[src/hdl/nand_host_pkg.sv]
// constants, register map and types of the dual-plane NAND host controller
package nand_host_pkg;
    // timing, in ns and in pclk cycles
    localparam int CLK_PERIOD_NS = 50;
    localparam int PLANE_CONFIRM_BUSY_TIME_NS = 1000;
    localparam int FEATURE_ACCESS_BUSY_TIME_NS = 1000;
    localparam int WB_TIME_NS = 100;
    localparam int WHR_TIME_NS = 80;
    localparam int DBSY_CYC = PLANE_CONFIRM_BUSY_TIME_NS / CLK_PERIOD_NS;
    localparam int FEAT_CYC = FEATURE_ACCESS_BUSY_TIME_NS / CLK_PERIOD_NS;
    localparam int WB_CYC = (WB_TIME_NS + CLK_PERIOD_NS - 1) / CLK_PERIOD_NS;
    localparam int GAP_CYC = (WHR_TIME_NS + CLK_PERIOD_NS - 1) / CLK_PERIOD_NS;
    localparam int PARTIAL_PROGRAM_COUNT = 1;
    // apb register offsets
    localparam logic [7:0] OFS_CTRL = 8'h00;
    localparam logic [7:0] OFS_CMDS = 8'h04;
    localparam logic [7:0] OFS_ADDR_LO = 8'h08;
    localparam logic [7:0] OFS_ADDR_HI = 8'h0C;
    localparam logic [7:0] OFS_COUNT = 8'h10;
    localparam logic [7:0] OFS_DATA = 8'h14;
    localparam logic [7:0] OFS_RX = 8'h18;
    localparam logic [7:0] OFS_STATUS = 8'h1C;
    // control register fields
    localparam int CB_START = 0;
    localparam int CB_CMD1_EN = 1;
    localparam int CB_CMD2_EN = 2;
    localparam int CB_BUSY_WAIT = 3;
    localparam int CB_WAIT_FIRST = 4;
    localparam int CB_READ = 5;
    localparam int CB_SCR_WANT = 6;
    localparam int CB_DEF_CHANGE = 7;
    localparam int CB_NADDR = 8;
    localparam int CB_WP_RELEASE = 11;
    localparam int CTRL_W = 12;
    // status register fields
    localparam int SB_BUSY = 0;
    localparam int SB_SCR_ON = 1;
    localparam int SB_DEFPGM_ON = 2;
    localparam int SB_PEND = 3;
    localparam int SB_ERR = 8;
    localparam int E_MIX = 0;
    localparam int E_PLANE = 1;
    localparam int E_PAGE = 2;
    localparam int E_SCR = 3;
    localparam int E_GUARD = 4;
    localparam int E_NOP = 5;
    localparam int E_TIMEOUT = 6;
    localparam int ERR_W = 7;
    // nand commands and features
    localparam logic [7:0] CMD_PROG = 8'h80;
    localparam logic [7:0] CMD_PLANE_CONF = 8'h11;
    localparam logic [7:0] CMD_CACHE_CONF = 8'h15;
    localparam logic [7:0] CMD_PROG_CONF = 8'h10;
    localparam logic [7:0] CMD_ERASE = 8'h60;
    localparam logic [7:0] CMD_ERASE_PLANE = 8'hD1;
    localparam logic [7:0] CMD_ERASE_CONF = 8'hD0;
    localparam logic [7:0] CMD_SET_FEAT = 8'hEF;
    localparam logic [7:0] CMD_GET_FEAT = 8'hEE;
    localparam logic [7:0] FEAT_CONFIG = 8'hB0;
    localparam logic [7:0] FEAT_DEFPGM = 8'hB1;
    localparam int SCR_EN_BIT = 0;
    localparam int DEFPGM_BIT = 0;
    // row address fields, same for both densities
    localparam int PLANE_BIT = 6;
    localparam int PAGE_W = 6;
    localparam int ROW_W = 24;
    localparam int BUF_AW = 8;
    localparam int CNT_W = 9;
    localparam logic [5:0] BUSY_SAT = 6'h3F;
    typedef enum logic [3:0] {
        S_IDLE = 4'h0, S_CMD1 = 4'h1, S_ADDR = 4'h2, S_WB = 4'h3,
        S_BUSY = 4'h4, S_GAP = 4'h5, S_WDATA = 4'h6, S_RDATA = 4'h7,
        S_CMD2 = 4'h8
    } seq_state_t;
    typedef enum logic [1:0] {
        PEND_NONE = 2'h0, PEND_PROG = 2'h1, PEND_ERASE = 2'h2
    } pend_t;
endpackage

[src/hdl/buf_if.sv]
// link between the controller and its page data buffer
`timescale 1ns/100ps
interface buf_if;
    logic wr_en;
    logic [7:0] wr_addr;
    logic [7:0] wr_data;
    logic [7:0] rd_addr;
    logic [7:0] rd_data;
    modport ctrl (output wr_en, output wr_addr, output wr_data,
                  output rd_addr, input rd_data);
    modport mem (input wr_en, input wr_addr, input wr_data,
                 input rd_addr, output rd_data);
endinterface

[src/hdl/byte_buffer.sv]
// page data buffer, registered read port
`timescale 1ns/100ps
module byte_buffer (
    input wire logic pclk,
    buf_if.mem bus
);
    import nand_host_pkg::*;
    logic [7:0] mem_r [0:(1 << BUF_AW) - 1];
    // no reset on the array keeps it a plain ram
    always_ff @(posedge pclk) begin
        if (bus.wr_en) begin
            mem_r[bus.wr_addr] <= bus.wr_data;
        end
        bus.rd_data <= mem_r[bus.rd_addr];
    end
endmodule

[src/hdl/nand_dual_plane_host.sv]
// apb-driven host controller for dual-plane nand program/erase/features
`timescale 1ns/100ps
module nand_dual_plane_host (
    input wire logic pclk,
    input wire logic presetn,
    input wire logic psel,
    input wire logic penable,
    input wire logic pwrite,
    input wire logic [7:0] paddr,
    input wire logic [31:0] pwdata,
    output logic [31:0] prdata,
    output logic pready,
    output logic pslverr,
    output logic ce_n,
    output logic cle,
    output logic ale,
    output logic we_n,
    output logic re_n,
    output logic wp_n,
    output logic [7:0] io_out,
    output logic io_oe,
    input wire logic [7:0] io_in,
    input wire logic rb_n
);
    import nand_host_pkg::*;

    // row address of the current request, by number of address cycles
    function automatic logic [ROW_W-1:0] row_of(logic [39:0] a,
                                                logic [2:0] n);
        if (n == 3'h3) begin
            row_of = a[ROW_W-1:0];
        end else begin
            row_of = a[39:16];
        end
    endfunction

    buf_if bif ();
    byte_buffer u_buf (
        .pclk(pclk),
        .bus(bif)
    );

    logic [CTRL_W-1:0] ctrl_r;
    logic [15:0] cmds_r;
    logic [39:0] addr_r;
    logic [CNT_W-1:0] count_r;
    logic [BUF_AW-1:0] wptr_r;
    logic [7:0] p1_r;
    logic [31:0] rx_r;
    logic [ERR_W-1:0] err_r;
    logic [ERR_W-1:0] err_set;
    logic scr_on_r;
    logic defpgm_r;
    pend_t pend_r;
    logic [ROW_W-1:0] pend_row_r;
    logic [ROW_W-1:0] last_row_r;
    logic last_row_v_r;
    seq_state_t state_r;
    seq_state_t state_nxt;
    logic [1:0] ph_r;
    logic [CNT_W-1:0] idx_r;
    logic [5:0] cnt_r;
    logic [5:0] lim_r;
    logic post_r;

    // apb decode
    logic wr_acc;
    logic rd_acc;
    logic mapped;
    assign wr_acc = psel && penable && pwrite;
    assign rd_acc = psel && penable && !pwrite;
    assign mapped = (paddr == OFS_CTRL) || (paddr == OFS_CMDS) ||
                    (paddr == OFS_ADDR_LO) || (paddr == OFS_ADDR_HI) ||
                    (paddr == OFS_COUNT) || (paddr == OFS_DATA) ||
                    (paddr == OFS_RX) || (paddr == OFS_STATUS);
    assign pready = 1'b1; // every access completes in its first access cycle
    assign pslverr = psel && penable && !mapped;

    // request checks, done on the start write itself
    logic [7:0] c1;
    logic [7:0] c2;
    logic c1en;
    logic c2en;
    logic [2:0] naddr;
    logic [ROW_W-1:0] row;
    logic start_w;
    logic final_w;
    logic first_w;
    logic go_w;
    assign c1 = cmds_r[7:0];
    assign c2 = cmds_r[15:8];
    assign c1en = pwdata[CB_CMD1_EN];
    assign c2en = pwdata[CB_CMD2_EN];
    assign naddr = pwdata[CB_NADDR +: 3];
    assign row = row_of(addr_r, naddr);
    assign start_w = wr_acc && (paddr == OFS_CTRL) && pwdata[CB_START] &&
                     (state_r == S_IDLE);
    assign first_w = c2en && ((c2 == CMD_PLANE_CONF) ||
                              (c2 == CMD_ERASE_PLANE));
    assign final_w = c2en && (((pend_r == PEND_PROG) &&
                     ((c2 == CMD_PROG_CONF) || (c2 == CMD_CACHE_CONF))) ||
                     ((pend_r == PEND_ERASE) && (c2 == CMD_ERASE_CONF)));

    always_comb begin
        err_set = '0;
        if (start_w) begin
            err_set[E_MIX] = c1en && (((pend_r == PEND_PROG) &&
                (c1 == CMD_ERASE)) || ((pend_r == PEND_ERASE) &&
                (c1 == CMD_PROG)));
            err_set[E_PLANE] = final_w &&
                (row[PLANE_BIT] == pend_row_r[PLANE_BIT]);
            err_set[E_PAGE] = final_w &&
                (row[PAGE_W-1:0] != pend_row_r[PAGE_W-1:0]);
            err_set[E_SCR] = pwdata[CB_SCR_WANT] && c1en &&
                (c1 == CMD_PROG) && !scr_on_r;
            err_set[E_GUARD] = pwdata[CB_DEF_CHANGE] && c1en &&
                (c1 == CMD_SET_FEAT) && (addr_r[7:0] == FEAT_CONFIG) &&
                !defpgm_r;
            err_set[E_NOP] = scr_on_r && c1en && (c1 == CMD_PROG) &&
                last_row_v_r && (row == last_row_r);
        end
        // busy beyond its longest figure
        if ((state_r == S_BUSY) && !rb_n && (lim_r != 6'h00) &&
            (cnt_r == lim_r)) begin
            err_set[E_TIMEOUT] = 1'b1;
        end
    end
    assign go_w = start_w && (err_set[E_NOP:E_MIX] == '0);

    // software registers; a new error wins over its clear
    always_ff @(posedge pclk or negedge presetn) begin
        if (!presetn) begin
            ctrl_r <= '0;
            cmds_r <= '0;
            addr_r <= '0;
            count_r <= '0;
            err_r <= '0;
        end else begin
            if (wr_acc && (paddr == OFS_CTRL)) begin
                ctrl_r <= pwdata[CTRL_W-1:0];
            end
            if (wr_acc && (paddr == OFS_CMDS)) begin
                cmds_r <= pwdata[15:0];
            end
            if (wr_acc && (paddr == OFS_ADDR_LO)) begin
                addr_r[31:0] <= pwdata;
            end
            if (wr_acc && (paddr == OFS_ADDR_HI)) begin
                addr_r[39:32] <= pwdata[7:0];
            end
            if (wr_acc && (paddr == OFS_COUNT)) begin
                count_r <= pwdata[CNT_W-1:0];
            end
            if (wr_acc && (paddr == OFS_STATUS)) begin
                err_r <= (err_r & ~pwdata[SB_ERR +: ERR_W]) | err_set;
            end else begin
                err_r <= err_r | err_set;
            end
        end
    end

    // buffer fill pointer, rewound by a count write
    always_ff @(posedge pclk or negedge presetn) begin
        if (!presetn) begin
            wptr_r <= '0;
            p1_r <= '0;
        end else if (wr_acc && (paddr == OFS_COUNT)) begin
            wptr_r <= '0;
        end else if (wr_acc && (paddr == OFS_DATA)) begin
            wptr_r <= wptr_r + 8'h01;
            if (wptr_r == '0) begin
                p1_r <= pwdata[7:0]; // first feature parameter
            end
        end
    end
    assign bif.wr_en = wr_acc && (paddr == OFS_DATA);
    assign bif.wr_addr = wptr_r;
    assign bif.wr_data = pwdata[7:0];
    assign bif.rd_addr = idx_r[BUF_AW-1:0];

    // read mux
    always_comb begin
        prdata = '0;
        case (paddr)
            OFS_CTRL: prdata[CTRL_W-1:0] = ctrl_r;
            OFS_CMDS: prdata[15:0] = cmds_r;
            OFS_ADDR_LO: prdata = addr_r[31:0];
            OFS_ADDR_HI: prdata[7:0] = addr_r[39:32];
            OFS_COUNT: prdata[CNT_W-1:0] = count_r;
            OFS_RX: prdata = rx_r;
            OFS_STATUS: begin
                prdata[SB_BUSY] = (state_r != S_IDLE);
                prdata[SB_SCR_ON] = scr_on_r;
                prdata[SB_DEFPGM_ON] = defpgm_r;
                prdata[SB_PEND] = (pend_r != PEND_NONE);
                prdata[SB_ERR +: ERR_W] = err_r;
            end
            default: prdata = '0;
        endcase
        if (!rd_acc) begin
            prdata = '0;
        end
    end

    // pairing and feature tracking, taken when a request is accepted
    always_ff @(posedge pclk or negedge presetn) begin
        if (!presetn) begin
            pend_r <= PEND_NONE;
            pend_row_r <= '0;
            scr_on_r <= 1'b0;
            defpgm_r <= 1'b0;
            last_row_r <= '0;
            last_row_v_r <= 1'b0;
        end else if (go_w) begin
            if (first_w) begin
                pend_r <= (c2 == CMD_PLANE_CONF) ? PEND_PROG : PEND_ERASE;
                pend_row_r <= row;
            end else if (final_w || c2en) begin
                pend_r <= PEND_NONE;
            end
            if (c1en && (c1 == CMD_SET_FEAT)) begin
                if (addr_r[7:0] == FEAT_CONFIG) begin
                    scr_on_r <= p1_r[SCR_EN_BIT];
                end
                if (addr_r[7:0] == FEAT_DEFPGM) begin
                    defpgm_r <= p1_r[DEFPGM_BIT];
                end
            end
            if (c1en && (c1 == CMD_PROG)) begin
                last_row_r <= row;
                last_row_v_r <= 1'b1;
            end
            if (c1en && (c1 == CMD_ERASE)) begin
                last_row_v_r <= 1'b0;
            end
        end
    end

    // sequencer: byte cycles run in three phases, drive/strobe/release
    logic byte_st;
    logic [CNT_W-1:0] byte_n;
    logic last_byte;
    assign byte_st = (state_r == S_CMD1) || (state_r == S_ADDR) ||
                     (state_r == S_WDATA) || (state_r == S_RDATA) ||
                     (state_r == S_CMD2);
    always_comb begin
        case (state_r)
            S_ADDR: byte_n = {6'h00, ctrl_r[CB_NADDR +: 3]};
            S_WDATA: byte_n = count_r;
            S_RDATA: byte_n = count_r;
            default: byte_n = 9'h001;
        endcase
    end
    assign last_byte = (ph_r == 2'h2) && (idx_r == byte_n);

    always_comb begin
        state_nxt = state_r;
        case (state_r)
            S_IDLE: if (go_w) state_nxt = S_CMD1;
            S_CMD1: begin
                if (!ctrl_r[CB_CMD1_EN] || last_byte) state_nxt = S_ADDR;
            end
            S_ADDR: begin
                if (byte_n == '0 || last_byte) begin
                    state_nxt = ctrl_r[CB_WAIT_FIRST] ? S_WB : S_GAP;
                end
            end
            S_WB: if (cnt_r == 6'(WB_CYC - 1)) state_nxt = S_BUSY;
            S_BUSY: begin
                if (rb_n) state_nxt = post_r ? S_IDLE : S_GAP;
            end
            S_GAP: begin
                if (count_r == '0) begin
                    state_nxt = S_CMD2;
                end else if (cnt_r == 6'(GAP_CYC - 1)) begin
                    state_nxt = ctrl_r[CB_READ] ? S_RDATA : S_WDATA;
                end
            end
            S_WDATA: if (last_byte) state_nxt = S_CMD2;
            S_RDATA: if (last_byte) state_nxt = S_CMD2;
            S_CMD2: begin
                if (!ctrl_r[CB_CMD2_EN] || last_byte) begin
                    state_nxt = (ctrl_r[CB_BUSY_WAIT] &&
                                 !ctrl_r[CB_WAIT_FIRST]) ? S_WB : S_IDLE;
                end
            end
            default: state_nxt = S_IDLE;
        endcase
    end

    always_ff @(posedge pclk or negedge presetn) begin
        if (!presetn) begin
            state_r <= S_IDLE;
        end else begin
            state_r <= state_nxt;
        end
    end

    // phase, byte index and wait counters restart on each state change
    always_ff @(posedge pclk or negedge presetn) begin
        if (!presetn) begin
            ph_r <= '0;
            idx_r <= '0;
            cnt_r <= '0;
        end else if (state_nxt != state_r) begin
            ph_r <= '0;
            idx_r <= '0;
            cnt_r <= '0;
        end else begin
            if (byte_st) begin
                ph_r <= (ph_r == 2'h2) ? 2'h0 : ph_r + 2'h1;
            end
            if (byte_st && (ph_r == 2'h1)) begin
                idx_r <= idx_r + 9'h001; // prefetches the next data byte
            end
            if (!byte_st && (cnt_r != BUSY_SAT)) begin
                cnt_r <= cnt_r + 6'h01;
            end
        end
    end

    // busy limit for this request and whether busy closes it
    always_ff @(posedge pclk or negedge presetn) begin
        if (!presetn) begin
            lim_r <= '0;
            post_r <= 1'b0;
        end else if (go_w) begin
            post_r <= !pwdata[CB_WAIT_FIRST];
            if (first_w) begin
                lim_r <= 6'(DBSY_CYC);
            end else if (c1en && ((c1 == CMD_SET_FEAT) ||
                                  (c1 == CMD_GET_FEAT))) begin
                lim_r <= 6'(FEAT_CYC);
            end else begin
                lim_r <= '0; // array busy has no limit here
            end
        end
    end

    // read capture, one cycle into the low read strobe
    always_ff @(posedge pclk or negedge presetn) begin
        if (!presetn) begin
            rx_r <= '0;
        end else if ((state_r == S_RDATA) && (ph_r == 2'h1)) begin
            rx_r[idx_r[1:0]*8 +: 8] <= io_in;
        end
    end

    // pins, registered; strobe low in phase 1, data held to phase 0
    logic wr_st;
    assign wr_st = byte_st && (state_r != S_RDATA) &&
                   !((state_r == S_CMD1) && !ctrl_r[CB_CMD1_EN]) &&
                   !((state_r == S_CMD2) && !ctrl_r[CB_CMD2_EN]);
    always_ff @(posedge pclk or negedge presetn) begin
        if (!presetn) begin
            ce_n <= 1'b1;
            cle <= 1'b0;
            ale <= 1'b0;
            we_n <= 1'b1;
            re_n <= 1'b1;
            wp_n <= 1'b0;
            io_out <= '0;
            io_oe <= 1'b0;
        end else begin
            ce_n <= (state_r == S_IDLE);
            wp_n <= ctrl_r[CB_WP_RELEASE];
            we_n <= !(wr_st && (ph_r == 2'h0) && (idx_r != byte_n));
            re_n <= !((state_r == S_RDATA) && (ph_r == 2'h0));
            io_oe <= wr_st;
            if (wr_st && (ph_r == 2'h0)) begin
                cle <= (state_r == S_CMD1) || (state_r == S_CMD2);
                ale <= (state_r == S_ADDR);
                case (state_r)
                    S_CMD1: io_out <= c1;
                    S_CMD2: io_out <= c2;
                    S_ADDR: io_out <= addr_r[idx_r[2:0]*8 +: 8];
                    default: io_out <= bif.rd_data;
                endcase
            end else if (!byte_st) begin
                cle <= 1'b0;
                ale <= 1'b0;
            end
        end
    end
endmodule

[config.mk]
export PLATFORM = sky130hd
export DESIGN_NAME = nand_dual_plane_host
export DESIGN_NICKNAME = d
export VERILOG_FILES = /design/src/hdl/nand_host_pkg.sv /design/src/hdl/buf_if.sv /design/src/hdl/byte_buffer.sv /design/src/hdl/nand_dual_plane_host.sv
export SDC_FILE = /design/constraint.sdc
export NUM_CORES = 2
export LEC_CHECK = 0
export ABC_CLOCK_PERIOD_IN_PS = 3100
export BUFFER_PORTS_ARGS = -buffer_cell sky130_fd_sc_hd__clkbuf_2
export CAP_MARGIN = 15
export CORE_MARGIN = 4
export CORE_UTILIZATION = 40
export CTS_BUF_LIST = sky130_fd_sc_hd__clkbuf_4 sky130_fd_sc_hd__clkbuf_8
export CTS_CLUSTER_SIZE = 12
export DETAILED_ROUTE_END_ITERATION = 16
export PLACE_DENSITY = 0.59
export SETUP_SLACK_MARGIN = 0.4
export SLEW_MARGIN = 40
export SYNTH_ARGS = -nofsm -noshare
export SYNTH_HDL_FRONTEND = slang
export SYNTH_HIERARCHICAL = 1
export SYNTH_SLANG_ARGS = --single-unit
[constraint.sdc]
create_clock -name pclk -period 3.1 [get_ports pclk]
set_input_delay 0.155 -clock pclk [delete_from_list [all_inputs] [get_ports pclk]]
set_output_delay 0.155 -clock pclk [all_outputs]
set_load 0.1 [all_outputs]
# Yosys cells after proc, flatten, opt, wreduce, memory -nomap -nowiden
# Memory sizes are Yosys's and may differ from the RTL's. A register that Yosys moved wholly into a read port is not among the register bits.
# Cells that the tools add are included.
# W data, S select, Z words.
# op_classes
add_sub_neg	5
eq_ne	42
n_shift	3
muxes	50
bitwise	5
n_reduce_logical	113
# ops
op	count
$eq A8 B5 Y1 const B	7
$eq A8 B8 Y1 const B	7
$logic_and A1 B1 Y1	54
$shiftx A40 B7 Y8	1
$mux W4	9
$neg A5 Y34	1
$shift A8 B34 Y32 const A	1
$shiftx A8 B34 Y32	1
$bwmux W32	1
$mux W32	1
$pmux W16 S2	1
$pmux W4 S8	1
$pmux W4 S7	1
$eq A24 B24 Y1	1
$mux W24	1
$pmux W4 S6	1
$pmux W8 S3	1
$logic_or A1 B1 Y1	21
$logic_not A9 Y1	2
$mux W6	3
$mux W9	2
$pmux W9 S2	1
$eq A4 B3 Y1 const B	4
$eq A8 B4 Y1 const B	2
other kinds (47)	93
# word_totals
regBits	204
ramBits	2048
inputBits	54
wordCells	248
memories	1
# memory_table
name	words	width	rd	rd_ports_with_merged_regs	wr	line	rtl
u_buf.mem_r	256	8	1	1	1	byte_buffer.sv:8	logic [7:0] mem_r [0:(1 << BUF_AW) - 1];

# Depth between registers and ports, before layout
# depth
ltp_word	13
depth_mapped	13

# Cells and area by module
# The synthesis kept the hierarchy.
# modules_own_cells
mod	instances	cells_each	area_per_inst_um2	seq_area_each_um2
byte_buffer	1	3733	79556.3	61659.1
nand_dual_plane_host	1	1143	11263.3	4983.5

# Worst setup path before layout
# No wires, ideal clock.
# synth_timing
path_kind	in2out
from	in paddr[5]
to	out prdata[8]
t_arrival_ns	3.066
slack_ns	-0.121
path_stages	6
path_buffers	1
cell_sequence	nor3_1 nand2b_1 nor2_1 clkbuf_1 a22oi_1 a31oi_1
# synth_via
elab_chain_len	3
# synth_rtl
element	line	rtl
from (decl)	nand_dual_plane_host.sv:9	input wire logic [7:0] paddr,
$eq A8 B5 Y1 (tied with other cells)	nand_dual_plane_host.sv:184	case (paddr)
$pmux W1 S6 *	nand_dual_plane_host.sv:184	
$mux W32 *	nand_dual_plane_host.sv:200	if (!rd_acc) begin
to (decl)	nand_dual_plane_host.sv:11	output logic [31:0] prdata,
# Every way passes the cells marked *; elsewhere a longest branch is shown, timed or not.

# Worst setup path in the final report
# layout_timing
from	reg state_r[2]
to	reg cnt_r[5]
# layout_via
elab_chain_len	10
# layout_rtl
element	line	rtl
from (decl)	nand_dual_plane_host.sv:58	seq_state_t state_r;
from (signal assigned)	nand_dual_plane_host.sv:295	state_r <= state_nxt;
$eq A4 B3 Y1	nand_dual_plane_host.sv:247, nand_dual_plane_host.sv:258	
$reduce_or A2 Y1 (no source line)	n/a	
$pmux W9 S2	nand_dual_plane_host.sv:247	case (state_r)
$eq A9 B9 Y1	nand_dual_plane_host.sv:254	assign last_byte = (ph_r == 2'h2) && (idx_r == byte_n);
$logic_and A1 B1 Y1	nand_dual_plane_host.sv:254	
$logic_or A1 B1 Y1, on equally long branches	nand_dual_plane_host.sv:282, nand_dual_plane_host.sv:261, nand_dual_plane_host.sv:264	
$mux W4, on equally long branches	nand_dual_plane_host.sv:282, nand_dual_plane_host.sv:261, nand_dual_plane_host.sv:264	
$pmux W4 S8 *	nand_dual_plane_host.sv:258	case (state_r)
named net state_nxt[1]	nand_dual_plane_host.sv:59	seq_state_t state_nxt;
$ne A4 B4 Y1 *	nand_dual_plane_host.sv:305	end else if (state_nxt != state_r) begin
$mux W6 / $reduce_bool A2 Y1 (equally long branches)	n/a	
to (signal assigned)	nand_dual_plane_host.sv:317	cnt_r <= cnt_r + 6'h01;
to (decl)	nand_dual_plane_host.sv:62	logic [5:0] cnt_r;
# Mark *: on every way through the listed nets, which the timed path passes. The rest lies on a longest branch.
# A chain may end at the register's enable or synchronous reset.

==> flow_summary.toml <==
[clocking]
clock_sinks = 2255
cts_inserted_buffers = 382
ctsHtreeMaxLevel = 5
cts_tree = "built"
worst_skew_pair.late_latency_ns = 1.10
clockBufferDepth = 4
clkTransAtPathRegs_ns = 0.06
root_buffer = "clkbuf_8"

[sta]
fmax_mhz = 333
slew_violations = 0
fin_crit_sh_pct = 96.8
finClkSkew_ns = 0.0803
relSlewSlack_pct = 43.5
worst_pin_slew_ns = 0.847
layout_min_cycle_time_ns = 3.00
holdWs_ns = 0.102
hold_viol = 0
setup-violations-final = 0
setup_slack_ns = 0.0980
grt_setup_unrepaired = "true"

[floorplan]
coreArea_sq_um = 225000
initial_core_util_pct = 40.3
die_w_um = 484
ios = 103
die-area_sq_um = 235000
die_h_um = 484
num_rows = 174

[global_routing]
antenna_found_initial = 8
grt_pass1_wl_mm = 376
globalRoute.totalOverflow = 0
grt_pass1_vias = 53100
grt_max_degree = 152
grtUsageTotal_pct = 21.7

[synth]
ys_seq_elements = 2255
synthCells = 4876
syn_area_sq_um = 90800
synthArstFlopShare_pct = 8.82
synthFlopType = "edfxtp_1"
synth_edf_count = 2048
postSynthAreaPerCell_sq_um = 18.6
seq_area_frac_synth_pct = 73.4
syn_nets = 4941
synth.distinct_cells = 90
yosysWarningCount = 6

[power_and_ir_drop]
p_switching_mw = 16.6
p_leak_nw = 36.5
internal_power_mw = 52.0
powerDensity_nw_per_um2 = 619
swShare_pct = 24.2
power_frac_clock_pct = 37.4
irDropWorstVdd_uv = 470
p_comb_share_pct = 13.8
finalPower_mw = 68.6
p_seq_share_pct = 48.8

[drt]
wl_per_cell_um = 28.1
vias = 52400
drtAntennaViolNets = 0
drc = 0
first_pass_iters = 8
vias_per_cell = 5.71
finalWirelength_mm = 258
drt_iter0_drc = 5733

[setup_path]
crit_path_max_incr_delay_ns = 0.45
path_buf_inv = 4
cp_top_family = "simple AND/OR/NAND/NOR gates"
arrival_ns = 3.94
end_kind = "flip-flop"
crit_chain = "or3b_4 -> and3_4 -> o2111ai_4 -> nand3_4 -> buf_6 -> and3_4 -> o21ai_1 -> nand4_1 -> buf_6 -> xnor2_4 -> buf_12 -> buf_4 -> nor3_2"
worstPathMaxFanout = 11
start_kind = "flip-flop"
rrSetupSlack_ns = 0.1
path_class = "reg -> reg"
worst_r2r_startpoint = "state_r[2]"
ff2ff_path_depth = 13
cp.depth = 13
slowest_stage = "or3b_4"
cp.required_ns = 4.03
r2r_end = "cnt_r[5]"

[place]
dp_slack_ns = -0.506
dpl_cell_area_sq_um = 99800
dp_hpwl_mm = 164
place_congestion = 0.908
numPortBuffers = 101

[final_layout]
nets = 5965
design_area_sq_um = 111000
syn2layout_area_growth_pct = 22.1
layout-drive-gt1-share_pct = 38.0

[worst_hold_path]
min_path_type = "in -> reg"
min_to = "u_buf/mem_r[119][5]"
whs_path_depth = 2
worstHoldStart = "pwdata[5]"

[run_status]
outcome = "finished clean"

[job]
drv_cap = 0
[final cells by class]
| cell class | instances | area [sq um] |
|---|---|---|
| diodes | 6 | 15.0 |
| well taps | 2992 | 3740 |
| multi-input cells | 2298 | 24200 |
| inverters | 29 | 111 |
| clock inverters | 148 | 848 |
| flip-flops and latches | 2255 | 66700 |
| clock buffers | 517 | 6380 |
| fillers | 18500 | 114000 |
| repair buffers | 934 | 8980 |
[Yosys cell counts (9+ instances only)]
cell type | instances | area, sq um
and2_1 | 9 | 56.3
a222oi_1 | 15 | 150
nand3_1 | 57 | 285
nand4_1 | 29 | 181
o221ai_1 | 46 | 403
xor2_1 | 23 | 201
nand2_1 | 191 | 717
nor2_1 | 347 | 1300
buf_4 | 28 | 210
inv_1 | 28 | 105
buf_2 | 42 | 210
mux2i_1 | 158 | 1580
o22ai_1 | 32 | 200
nor3_1 | 56 | 280
a31oi_1 | 17 | 106
nor2b_1 | 47 | 294
mux4_2 | 462 | 10400
a2111oi_0 | 9 | 78.8
buf_8 | 13 | 195
mux2_2 | 101 | 1140
nand2b_1 | 22 | 138
a22oi_1 | 188 | 1410
o21ai_0 | 91 | 455
xnor2_1 | 29 | 254
nor4_1 | 37 | 231
a21oi_1 | 127 | 636
buf_1 | 31 | 116
a22o_1 | 9 | 78.8
o211ai_1 | 11 | 82.6
buf_6 | 23 | 259
a221oi_1 | 18 | 158
and3_1 | 10 | 62.6
edfxtp_1 | 2048 | 61500
ha_1 | 11 | 138
nand3b_1 | 12 | 90.1
clkbuf_1 | 150 | 563
dfrtp_1 | 196 | 4900
a211oi_1 | 17 | 128
[per-layer routing]
metal  wire (um)  vias up  global-route usage [%]
li1            -    22000                       -
met1      108000    27500                    30.5
met2      122000     2355                    34.3
met3       20000      479                    4.08
met4        7780        2                    6.79
met5          13        -                       0
[cells in the final DEF (no fill, tap or decap), types with 29 or more instances in the layout]
| master | netlist | layout |
|---|---|---|
| buf_6 | 23 | 37 |
| nand2_1 | 191 | 165 |
| o221ai_1 | 46 | 46 |
| mux4_2 | 462 | 462 |
| nor2_2 | 0 | 107 |
| clkbuf_8 | 0 | 400 |
| buf_4 | 28 | 607 |
| clkinv_2 | 0 | 37 |
| clkbuf_4 | 0 | 117 |
| a22oi_1 | 188 | 179 |
| nand4_1 | 29 | 29 |
| mux2i_1 | 158 | 157 |
| nor2_1 | 347 | 234 |
| buf_12 | 8 | 71 |
| mux2_2 | 101 | 93 |
| o21ai_0 | 91 | 64 |
| a21oi_1 | 127 | 101 |
| clkbuf_2 | 0 | 72 |
| edfxtp_1 | 2048 | 2048 |
| clkinv_1 | 1 | 90 |
| o22ai_1 | 32 | 32 |
| dlygate4sd3_1 | 0 | 92 |
| dfrtp_1 | 196 | 184 |
| nor2b_1 | 47 | 39 |
| nand3_1 | 57 | 43 |
[per-stage QoR]
stage / TNS (ns) / cells / util, %
after CTS: 0 / 9143 / 48.8
after detailed placement: -3.25 / 8320 / 44.3
after global placement: -5.75 / 8318 / 44.3
after floorplan: 0 / 4876 / -
after global routing: 0 / 9178 / 49.2
final: 0 / 9179 / 49.2
[state kept, by name, indices dropped and copies added, names as in the netlist, 2 cells and up]
| register | cells |
|---|---|
| u_buf/mem_r | 2048 |
| addr_r | 40 |
| rx_r | 32 |
| last_row_r | 24 |
| cmds_r | 16 |
| ctrl_r | 12 |
| count_r | 9 |
| idx_r | 9 |
| bif.wr_addr | 8 |
| io_out | 8 |
| u_buf/bus.rd_data | 8 |
| err_r | 7 |
| pend_row_r | 7 |
| cnt_r | 6 |
| state_r | 4 |
| pend_r | 2 |
| ph_r | 2 |
[cells by family after synthesis]
family,after synthesis,synth area share [%]
other,1,0.00413
AO/OA/AOI/OAI,637,4.87
multiplexers,723,14.5
flip-flops,2255,73.4
XOR/XNOR,53,0.519
buffers and inverters,324,2.01
adder cells (fa/ha/maj),11,0.152
AND/OR/NAND/NOR,872,4.56
[power by group through the flow]
stage	sequential [mW]	combinational (mW)	clock (mW)
2_1_floorplan	34.3	5.43	0
3_3_place_gp	34.1	8.02	0
3_5_place_dp	34.1	8.07	0
4_1_cts	33.5	9.29	26.2
5_1_grt	33.5	10.1	27.7
6_report	33.5	9.49	25.6
[timing repair]
item	in CTS	in global routing
pin swaps	59	51
hold buffers	92	0
gates resized for setup	228	149
cloned	17	3
setup buffers	49	26
endpoints found under the setup margin	71	184
hold endpoints to repair	1625	0
[worst max-delay path by stage]
stage / start / end / slack, ns
after floorplan: state_r[0] / cnt_r[4] / 0.36
after global placement: idx_r[0] / u_buf/bus.rd_data[2] / -0.54
after detailed placement: idx_r[0] / u_buf/bus.rd_data[3] / -0.51
after CTS: idx_r[0] / u_buf/bus.rd_data[2] / 0.15
after global routing: state_r[2] / cnt_r[3] / 0.03
final: state_r[2] / cnt_r[5] / 0.1
No activity file was read; power rests on OpenSTA's default activity.
